$ cat config.mk
export PLATFORM = sky130hd
export DESIGN_NAME = vpc_control
export DESIGN_NICKNAME = d
export VERILOG_FILES = /design/src/vpc_pkg.sv /design/src/vpc_blink.sv /design/src/vpc_control.sv
export SDC_FILE = /design/constraint.sdc
export NUM_CORES = 2
export LEC_CHECK = 0
export ABC_AREA = 1
export CAP_MARGIN = 20
export CORE_MARGIN = 2
export CORE_UTILIZATION = 55
export CTS_BUF_LIST = sky130_fd_sc_hd__clkbuf_4 sky130_fd_sc_hd__clkbuf_8
export DETAILED_ROUTE_END_ITERATION = 12
export DONT_BUFFER_PORTS = 1
export PLACE_DENSITY = 0.72
export SYNTH_ARGS = -nofsm -noshare
export SYNTH_HDL_FRONTEND = slang
export SYNTH_SLANG_ARGS = --single-unit
export TNS_END_PERCENT = 100
$ cat constraint.sdc
create_clock -name mclk -period 8 [get_ports mclk]
set_input_delay 0 -clock mclk [delete_from_list [all_inputs] [get_ports mclk]]
set_output_delay 0 -clock mclk [all_outputs]
set_load 0.05 [all_outputs]
$ cat src/vpc_pkg.sv
// Purpose: Shared constants, types and arithmetic for the valve position PI core.
// Assumes: Positions, commands and drive are unsigned counts of 0.01 percent.
// Notes:   Proportional gains and gain slope are counts of 0.01, integral gain of 0.001; the integrator is in 0.01 percent.
`default_nettype none

package vpc_pkg;

    // ==================================================================
    // Timing
    localparam int CLK_MHZ    = 250;
    localparam int BLINK_MS   = 250;
    localparam int SETTLE_MS  = 1000;
    localparam int SPAN_MS    = 3000;
    localparam int BLINK_CYC  = BLINK_MS * 1000 * CLK_MHZ;
    localparam int SETTLE_CYC = SETTLE_MS * 1000 * CLK_MHZ;
    localparam int SPAN_CYC   = SPAN_MS * 1000 * CLK_MHZ;

    // ==================================================================
    // Scales and limits
    localparam logic [15:0] PCT_FULL     = 16'h2710;
    localparam logic [15:0] PCT_HALF     = 16'h1388;
    localparam logic [15:0] INTEG_LO_POS = 16'h012C;
    localparam logic [15:0] INTEG_HI_POS = 16'h25E4;
    localparam logic [15:0] MOVE_MIN     = 16'h0064;
    localparam int          INTEG_LIM    = 2000;
    localparam int          SCALE        = 100;
    localparam int          INT_DIV      = 1000;

    // ==================================================================
    // Reset and factory values
    localparam logic [15:0] GAIN_MAX_RST   = 16'h00C8;
    localparam logic [15:0] GAIN_MIN_RST   = 16'h0064;
    localparam logic [15:0] GAIN_SLOPE_RST = 16'h0005;
    localparam logic [15:0] INTEGRAL_GAIN_RST      = 16'h000A;
    localparam logic [15:0] OFFSET_RST     = 16'h1388;

    // ==================================================================
    // Version blink code
    localparam int          VER_W0     = 9;
    localparam int          VER_W1     = 3;
    localparam int          VER_BASE   = 3;
    localparam logic [1:0]  COL_GREEN  = 2'h0;
    localparam logic [1:0]  COL_YELLOW = 2'h1;
    localparam logic [1:0]  COL_RED    = 2'h2;
    localparam logic [2:0]  SLOT_LAST  = 3'h7;

    typedef enum logic [2:0] {
        CS_IDLE        = 3'h0,
        CS_CLOSE       = 3'h1,
        CS_OPEN        = 3'h2,
        CS_NULL        = 3'h3,
        CS_HOLD_CLOSED = 3'h4,
        CS_HOLD_OPEN   = 3'h5
    } vpc_cal_t;

    function automatic logic signed [31:0] vpc_sat(input logic signed [31:0] x,
                                                   input logic signed [31:0] lo,
                                                   input logic signed [31:0] hi);
        vpc_sat = (x < lo) ? lo : ((x > hi) ? hi : x);
    endfunction

    function automatic logic signed [31:0] vpc_abs(input logic signed [31:0] x);
        vpc_abs = (x < 0) ? -x : x;
    endfunction

    function automatic logic signed [31:0] vpc_ext(input logic [15:0] x);
        vpc_ext = $signed({16'h0000, x});
    endfunction

endpackage

`default_nettype wire

$ cat src/vpc_blink.sv
// Purpose: Plays one version field as three coloured blinks and a pause.
// Assumes: Field value is 0 to 26; show is a level from the jog buttons.
// Notes:   Sequence restarts from the first blink each time show rises.
`timescale 1ns/1ns
`default_nettype none

module vpc_blink #(
    parameter int BLINK_CYC = vpc_pkg::BLINK_CYC
) (
    input  wire logic       mclk,
    input  wire logic       rst_n,
    input  wire logic       show,
    input  wire logic [4:0] value,
    output logic            led_green,
    output logic            led_yellow,
    output logic            led_red
);

    // ==================================================================
    // Base-three digits of the field
    function automatic logic [1:0] vpc_digit(input logic [4:0] v, input logic [1:0] idx);
        int d;
        d = 0;
        unique case (idx)
            2'h0:    d = int'(v) / vpc_pkg::VER_W0;
            2'h1:    d = (int'(v) / vpc_pkg::VER_W1) % vpc_pkg::VER_BASE;
            default: d = int'(v) % vpc_pkg::VER_BASE;
        endcase
        vpc_digit = d[1:0];
    endfunction

    logic [31:0] cnt_q;
    logic [2:0]  slot_q;
    wire         slot_end = (cnt_q == 32'(BLINK_CYC - 1));
    wire         lit      = show && !slot_q[0] && (slot_q[2:1] != 2'h3);
    wire  [1:0]  colour   = vpc_digit(value, slot_q[2:1]);

    always_ff @(posedge mclk or negedge rst_n) begin
        if (!rst_n) begin
            cnt_q  <= 32'h0000_0000;
            slot_q <= 3'h0;
        end else if (!show) begin
            cnt_q  <= 32'h0000_0000;
            slot_q <= 3'h0;
        end else if (slot_end) begin
            cnt_q  <= 32'h0000_0000;
            slot_q <= (slot_q == vpc_pkg::SLOT_LAST) ? 3'h0 : slot_q + 3'h1;
        end else begin
            cnt_q  <= cnt_q + 32'h0000_0001;
        end
    end

    assign led_green  = lit && (colour == vpc_pkg::COL_GREEN);
    assign led_yellow = lit && (colour == vpc_pkg::COL_YELLOW);
    assign led_red    = lit && (colour == vpc_pkg::COL_RED);

endmodule

`default_nettype wire

$ cat src/vpc_control.sv
// Purpose: Valve position PI core with stroke calibration, fault flags and LEDs.
// Assumes: pos_valid marks a fresh stem sample; all inputs synchronous to mclk.
// Notes:   The control loop updates only on samples; the close and open calibration phases force drive.
`timescale 1ns/1ns
`default_nettype none

module vpc_control #(
    parameter int BLINK_CYC  = vpc_pkg::BLINK_CYC,
    parameter int SETTLE_CYC = vpc_pkg::SETTLE_CYC,
    parameter int SPAN_CYC   = vpc_pkg::SPAN_CYC,
    parameter logic [4:0] VER_MAJOR = 5'h01,   // Arbitrary value
    parameter logic [4:0] VER_MINOR = 5'h00    // Arbitrary value
) (
    input  wire logic        mclk,
    input  wire logic        reset_n,
    input  wire logic [15:0] cmd_pct,
    input  wire logic [15:0] pos_pct,
    input  wire logic        pos_valid,
    input  wire logic        sensor_low_oor,
    input  wire logic        sensor_high_oor,
    input  wire logic        cal_start,
    input  wire logic        jog_up,
    input  wire logic        jog_down,
    input  wire logic        param_wr,
    input  wire logic [15:0] gain_max_in,
    input  wire logic [15:0] gain_min_in,
    input  wire logic [15:0] gain_slope_in,
    input  wire logic [15:0] integral_gain_in,
    input  wire logic        offset_wr,
    input  wire logic [15:0] offset_in,
    input  wire logic        load_factory_defaults,
    output logic [15:0]      drive_pct,
    output logic [15:0]      integ_acc,
    output logic [15:0]      spool_null_offset,
    output logic             cal_active,
    output logic             cal_closed_flag,
    output logic             cal_open_flag,
    output logic             cal_span_flag,
    output logic             led_green,
    output logic             led_yellow,
    output logic             led_red
);

    // ==================================================================
    // Reset release
    logic [1:0] rst_sync_q;
    wire        rst_n = rst_sync_q[1];

    always_ff @(posedge mclk or negedge reset_n) begin
        if (!reset_n) rst_sync_q <= 2'h0;
        else          rst_sync_q <= {rst_sync_q[0], 1'b1};
    end

    // ==================================================================
    // Tuning parameters
    logic [15:0] gain_max_q, gain_min_q, gain_slope_q, ig_q, offset_q;
    logic signed [15:0] acc_q;
    vpc_pkg::vpc_cal_t  cal_q, cal_d;
    logic [31:0] tmr_q;
    logic [15:0] mark_q, drive_q;
    logic [2:0]  flags_q, seen_q;
    logic        moved_q, phase_q;
    logic [31:0] led_cnt_q;
    logic [2:0]  led_q;

    wire in_open   = (cal_q == vpc_pkg::CS_OPEN);
    wire in_close  = (cal_q == vpc_pkg::CS_CLOSE);
    wire in_null   = (cal_q == vpc_pkg::CS_NULL);
    wire hold_cl   = (cal_q == vpc_pkg::CS_HOLD_CLOSED);
    wire hold_op   = (cal_q == vpc_pkg::CS_HOLD_OPEN);
    wire idle      = (cal_q == vpc_pkg::CS_IDLE);
    wire tmr_done  = (tmr_q == 32'h0000_0000);
    wire low_hit   = in_close && sensor_low_oor;
    wire high_hit  = in_open && sensor_high_oor;
    wire moved_now = moved_q || (pos_valid && (pos_pct > mark_q + vpc_pkg::MOVE_MIN));
    wire span_end  = in_open && !sensor_high_oor && tmr_done;
    wire null_end  = in_null && tmr_done;

    always_ff @(posedge mclk or negedge rst_n) begin
        if (!rst_n) begin
            gain_max_q   <= vpc_pkg::GAIN_MAX_RST;
            gain_min_q   <= vpc_pkg::GAIN_MIN_RST;
            gain_slope_q <= vpc_pkg::GAIN_SLOPE_RST;
            ig_q         <= vpc_pkg::INTEGRAL_GAIN_RST;
        end else if (load_factory_defaults) begin
            gain_max_q   <= vpc_pkg::GAIN_MAX_RST;
            gain_min_q   <= vpc_pkg::GAIN_MIN_RST;
            gain_slope_q <= vpc_pkg::GAIN_SLOPE_RST;
            ig_q         <= vpc_pkg::INTEGRAL_GAIN_RST;
        end else if (param_wr) begin
            gain_max_q   <= gain_max_in;
            gain_min_q   <= gain_min_in;
            gain_slope_q <= gain_slope_in;
            ig_q         <= integral_gain_in;
        end
    end

    // ==================================================================
    // PI arithmetic
    wire [15:0] cmd_eff  = in_null ? vpc_pkg::PCT_HALF : cmd_pct;
    wire signed [31:0] dev    = vpc_pkg::vpc_ext(cmd_eff) - vpc_pkg::vpc_ext(pos_pct);
    wire signed [31:0] red    = (vpc_pkg::vpc_abs(dev) * vpc_pkg::vpc_ext(gain_slope_q))
                                / vpc_pkg::SCALE;
    wire signed [31:0] graw   = vpc_pkg::vpc_ext(gain_max_q) - red;
    wire signed [31:0] pgain  = (graw < vpc_pkg::vpc_ext(gain_min_q)) ?
                                vpc_pkg::vpc_ext(gain_min_q) : graw;
    wire signed [31:0] pterm  = (pgain * dev) / vpc_pkg::SCALE;
    wire signed [31:0] step   = (dev * vpc_pkg::vpc_ext(ig_q)) / vpc_pkg::INT_DIV;
    wire signed [31:0] acc32  = {{16{acc_q[15]}}, acc_q};
    wire signed [31:0] acc_nx = vpc_pkg::vpc_sat(acc32 + step, -vpc_pkg::INTEG_LIM,
                                                 vpc_pkg::INTEG_LIM);
    // Windup near the ends comes from seat or pressure shifts, so freeze there
    wire        integ_ok = (pos_pct >= vpc_pkg::INTEG_LO_POS) &&
                           (pos_pct <= vpc_pkg::INTEG_HI_POS);
    wire        loop_on  = idle || in_null;
    wire signed [31:0] sum = vpc_pkg::vpc_sat(pterm + acc32 + vpc_pkg::vpc_ext(offset_q),
                                              0, vpc_pkg::vpc_ext(vpc_pkg::PCT_FULL));
    wire signed [31:0] off_nx = vpc_pkg::vpc_sat(vpc_pkg::vpc_ext(offset_q) + acc32,
                                                 0, vpc_pkg::vpc_ext(vpc_pkg::PCT_FULL));

    always_ff @(posedge mclk or negedge rst_n) begin
        if (!rst_n)                                   acc_q <= 16'h0000;
        else if (ig_q == 16'h0000 || null_end)        acc_q <= 16'h0000;
        else if (loop_on && pos_valid && integ_ok)    acc_q <= acc_nx[15:0];
    end

    always_ff @(posedge mclk or negedge rst_n) begin
        if (!rst_n)         offset_q <= vpc_pkg::OFFSET_RST;
        else if (null_end)  offset_q <= off_nx[15:0];
        else if (offset_wr) offset_q <= offset_in;
    end

    // The close and open calibration phases force the stem to an end regardless of the loop
    always_ff @(posedge mclk or negedge rst_n) begin
        if (!rst_n)                    drive_q <= 16'h0000;
        else if (in_close || hold_cl)  drive_q <= 16'h0000;
        else if (in_open || hold_op)   drive_q <= vpc_pkg::PCT_FULL;
        else if (pos_valid)            drive_q <= sum[15:0];
    end

    // ==================================================================
    // Stroke calibration
    always_comb begin
        cal_d = cal_q;
        unique case (cal_q)
            vpc_pkg::CS_IDLE:        if (cal_start) cal_d = vpc_pkg::CS_CLOSE;
            vpc_pkg::CS_CLOSE:       if (low_hit) cal_d = vpc_pkg::CS_HOLD_CLOSED;
                                     else if (tmr_done) cal_d = vpc_pkg::CS_OPEN;
            vpc_pkg::CS_OPEN:        if (high_hit) cal_d = vpc_pkg::CS_HOLD_OPEN;
                                     else if (span_end) cal_d = moved_now ?
                                         vpc_pkg::CS_NULL : vpc_pkg::CS_IDLE;
            vpc_pkg::CS_NULL:        if (null_end) cal_d = vpc_pkg::CS_IDLE;
            vpc_pkg::CS_HOLD_CLOSED,
            vpc_pkg::CS_HOLD_OPEN:   if (cal_start) cal_d = vpc_pkg::CS_CLOSE;
            default:                 cal_d = vpc_pkg::CS_IDLE;
        endcase
    end

    wire cal_enter = (cal_d == vpc_pkg::CS_CLOSE) && (cal_q != vpc_pkg::CS_CLOSE);
    wire span_err  = span_end && !moved_now && !high_hit;
    wire [2:0] seen_nx = seen_q | {span_err, high_hit, low_hit};

    always_ff @(posedge mclk or negedge rst_n) begin
        if (!rst_n) begin
            cal_q   <= vpc_pkg::CS_IDLE;
            tmr_q   <= 32'h0000_0000;
            mark_q  <= 16'h0000;
            moved_q <= 1'b0;
            seen_q  <= 3'h0;
            flags_q <= 3'h0;
        end else begin
            cal_q  <= cal_d;
            seen_q <= cal_enter ? 3'h0 : seen_nx;
            if (cal_enter)                        tmr_q <= 32'(SETTLE_CYC);
            else if (in_close && tmr_done)        tmr_q <= 32'(SPAN_CYC);
            else if (span_end)                    tmr_q <= 32'(SETTLE_CYC);
            else if (!tmr_done)                   tmr_q <= tmr_q - 32'h0000_0001;
            if (in_close) mark_q <= pos_pct;
            moved_q <= in_open && moved_now;
            // Faults set at once; a finished run replaces them with its own result
            if ((span_end && !moved_now) || null_end) flags_q <= seen_nx;
            else                                      flags_q <= flags_q | seen_nx;
        end
    end

    // ==================================================================
    // LEDs
    wire ver_show = (jog_up || jog_down) && idle;
    wire [4:0] ver_val = jog_up ? VER_MAJOR : VER_MINOR;
    wire ver_g, ver_y, ver_r;

    vpc_blink #(.BLINK_CYC(BLINK_CYC)) u_blink (
        .mclk       (mclk),
        .rst_n      (rst_n),
        .show       (ver_show),
        .value      (ver_val),
        .led_green  (ver_g),
        .led_yellow (ver_y),
        .led_red    (ver_r)
    );

    wire hold_red = (hold_cl && sensor_low_oor) || (hold_op && sensor_high_oor);
    wire hold_yel = (hold_cl || hold_op) && !hold_red;
    wire fault    = idle && (flags_q != 3'h0);
    wire base_r   = phase_q && (hold_red || fault);
    wire base_y   = phase_q && hold_yel;
    wire base_g   = phase_q && !hold_red && !hold_yel && !fault;
    // Only the LED pattern is swapped; the loop never sees the jog buttons
    wire [2:0] led_d = ver_show ? {ver_r, ver_y, ver_g} : {base_r, base_y, base_g};

    always_ff @(posedge mclk or negedge rst_n) begin
        if (!rst_n) begin
            led_cnt_q <= 32'h0000_0000;
            phase_q   <= 1'b0;
            led_q     <= 3'h0;
        end else begin
            led_q <= led_d;
            if (led_cnt_q == 32'(BLINK_CYC - 1)) begin
                led_cnt_q <= 32'h0000_0000;
                phase_q   <= !phase_q;
            end else begin
                led_cnt_q <= led_cnt_q + 32'h0000_0001;
            end
        end
    end

    assign drive_pct         = drive_q;
    assign integ_acc         = acc_q;
    assign spool_null_offset = offset_q;
    assign cal_active        = !idle;
    assign cal_closed_flag   = flags_q[0];
    assign cal_open_flag     = flags_q[1];
    assign cal_span_flag     = flags_q[2];
    assign led_green         = led_q[0];
    assign led_yellow        = led_q[1];
    assign led_red           = led_q[2];
endmodule

`default_nettype wire

==> flow_summary.ini <==
[run_status]
status = complete, but fails checks
violations = negative setup slack

[place]
dpl_worst_slack_ns = -39.98
port_buffers = 0
dp_hpwl_um = 173000
gp_congestion = 0.974
dp.cells = 12900

[die]
io_pins = 178
core_mm2 = 0.122
die-area_mm2 = 0.126
core.rowCount = 128
die_y_um = 356
initial_core_util_pct = 55.6
die_x_um = 356

[logic_synthesis]
ys_async_sr_fraction_pct = 100
synth_area_per_cell_um2 = 7.13
synth_ff_type = dfrtp_1
synth_area_mm2 = 0.0680
yosys.cell_types.count = 95
synth-edff-count = 0
ys_ff_latch = 243
synth_area_leader_cell = fa_1
yosys_warnings = 0
synth.top_cell.area_share_pct = 26.8
syn_inst = 9533
ys_seq_area_share_pct = 8.98
synth_area_leaders = fa_1, inv_1, nand2_1

[drt]
drc = 0
drt-initial-drc-count = 4877
routedWlPerCell_um = 16.3
via_per_inst = 5.24
wl_um = 220000
via_count = 70800
postRouteAntennaNets = 0
dr.pass1.iters = 6

[global_route]
use_met3_pct = 5.29
grt-busiest-layer = met2
use_met1_pct = 40.3
grt_util_all_layers_pct = 34.0
grt_pass1_vias = 72800
grt_max_degree = 157
grt_pass1_wl_um = 352000
antenna_found_initial = 22
grt_overflow_total = 0
grt_use_met2_pct = 60.0

[cts]
cts_buffer_depth = 3
cts.htree.levels = 2
clk_latency_ns = 0.77
clock_sinks = 243
numCtsBuffers = 50
cts-root-buf = clkbuf_8
path_clk_slew_ns = 0.06
cts_tree = built

[job]
max_cap_viol_count = 0

[sta]
rsz0062_at_grt = yes
slew_viol_final = 0
setup_ws_ns = -41.21
period_share_pct = 615
hold_violations = 0
slew_headroom_pct = 25.4
finalSetupViolations = 30
hold_ws_ns = 0.0276
fmax_ghz = 0.0203
fin_crit_ns = 49.21
worst_pin_slew_ns = 1.12
fin_skew_ns = 0.0640

[critical_path]
critPathSlowestCell = fa_1
worst_path_largest_cell_delay_ns = 0.57
worstPathArrival_ns = 49.85
required_ns = 8.64
crit_path_end_kind = flop
cp-start-kind = flop
worstPathMaxFanout = 8
timing.critical_path.mode_cell = nand2_4
path_class = reg2reg

[final_layout]
regArea_mm2 = 0.00610
fin_cells = 13500
fin_nets = 13300
fill_cells = 8722
area_growth_pct = 37.8
multi_input_area_mm2 = 0.0573
drive_above_1_share_pct = 31.1

[min_path]
min_path_type = in2reg
-- through the flow --
step	util [%]	instance area [um^2]	TNS [ns]
5_1_grt	76.6	93600	-1084.94
2_1_floorplan	-	70300	-882.43
3_3_place_gp	69.6	85100	-928.78
3_5_place_dp	69.6	85100	-976.77
6_report	76.6	93600	-985.35
4_1_cts	74.8	91400	-950.15
-- critical path: cells and delay by family (launching register included) --
kind	cells	cell delay [ns]
AOI/OAI and AO/OA	50	7.03
xor gates and xnor gates	5	1.08
adders and majority gates	24	9.63
buffers and inverters	57	5.30
DFF	1	0.40
and+or+nand+nor	244	25.49
-- path summary, 6_finish.rpt --
kind                       slack [ns]                           end                    start  cells past startpoint
setup / recovery               -41.21      drive_pct[0]$_DFFE_PN0P_       cal_q[1]$_DFF_PN0_                    380
hold / removal                   0.03             moved_q$_DFF_PN0_               pos_pct[7]                      9
max in group asynchronous        6.39  gain_slope_q[10]$_DFFE_PN0P_  rst_sync_q[1]$_DFF_PN0_                      1
hold reg to reg                  0.33      integ_acc[7]$_DFFE_PN0P_  rst_sync_q[1]$_DFF_PN0_                      0
min in group asynchronous        0.04       rst_sync_q[1]$_DFF_PN0_                  reset_n                      2
setup reg to reg               -41.21      drive_pct[0]$_DFFE_PN0P_       cal_q[1]$_DFF_PN0_                    380
-- layout by cell type (no fill, tap or decap), drive strengths merged, types with 15 or more instances in the layout --
master,count
nand2,2308
inv,2186
buf,2092
nor2,1069
fa,911
nand3,527
ha,430
xor2,329
o21ai,311
a21oi,307
dfrtp,228
dlygate4sd3,215
nand4,170
nor3,117
conb,106
xnor2,99
clkinv,66
clkbuf,64
or2,45
nor4,44
o21bai,27
nand3b,27
a22o,16
dfstp,15
a31oi,15
-- state kept, by name (all words and copies together) (netlist names), 3 cells and up --
register,flops
led_cnt_q,32
tmr_q,32
u_blink.cnt_q,32
drive_pct,16
gain_max_q,16
gain_min_q,16
gain_slope_q,16
ig_q,16
integ_acc,16
mark_q,16
spool_null_offset,16
cal_q,3
flags_q,3
led_q,3
seen_q,3
u_blink.slot_q,3
-- cell usage after synthesis, drive strengths merged (3+ instances only) --
library cell and count:
a211oi 7, a21boi 5, a21o 13, a21oi 307, a221oi 8, a22o 16
a22oi 5, a31oi 15, and2 11, and3 5, buf 29, bufinv 5
clkbuf 137, clkinv 54, dfrtp 228, dfstp 15, dlygate4sd3 3, fa 911
ha 430, inv 2177, nand2 2308, nand3 525, nand3b 27, nand4 170
nor2 1069, nor3 117, nor3b 5, nor4 44, o2111ai 7, o211ai 13
o21a 8, o21ai 310, o21bai 27, o22a 3, o22ai 10, o31ai 13
o41ai 5, or2 45, or3 3, xnor2 99, xor2 329
-- logic make-up after synthesis --
| kind of cell | share of synthesized area (%) |
|---|---|
| adders and majority gates | 34.8 |
| and+or+nand+nor | 30.0 |
| DFF | 8.98 |
| other | 0.0111 |
| buffers and inverters | 13.9 |
| xor gates and xnor gates | 5.68 |
| AOI/OAI and AO/OA | 6.68 |
-- routing by layer --
layer	part of all wire, %	wire length [um]
met1	38	83100
met2	49	109000
met3	6.9	15100
met4	5.9	13000
met5	0.065	144
-- repair_timing --
item,4_1_cts,5_1_grt
endpoints found under the hold margin,160,0
gates cloned,7,0
endpoints found under the setup margin,30,30
pin swaps,230,271
hold buffers,215,0
setup buffers,175,82
resized for setup,358,368
-- final cells by class --
class | count | share of cell area [%]
multi-input combinational | 6991 | 61.2
timing repair buffer | 2310 | 19.6
inverter | 2236 | 9.18
sequential | 243 | 6.52
tap | 1625 | 2.17
clock buffer | 63 | 0.886
clock inverter | 31 | 0.389
antenna | 10 | 0.0267
Power is not shown: default switching activity piles up to over one toggle a cycle in this logic, so the estimate is an artifact.
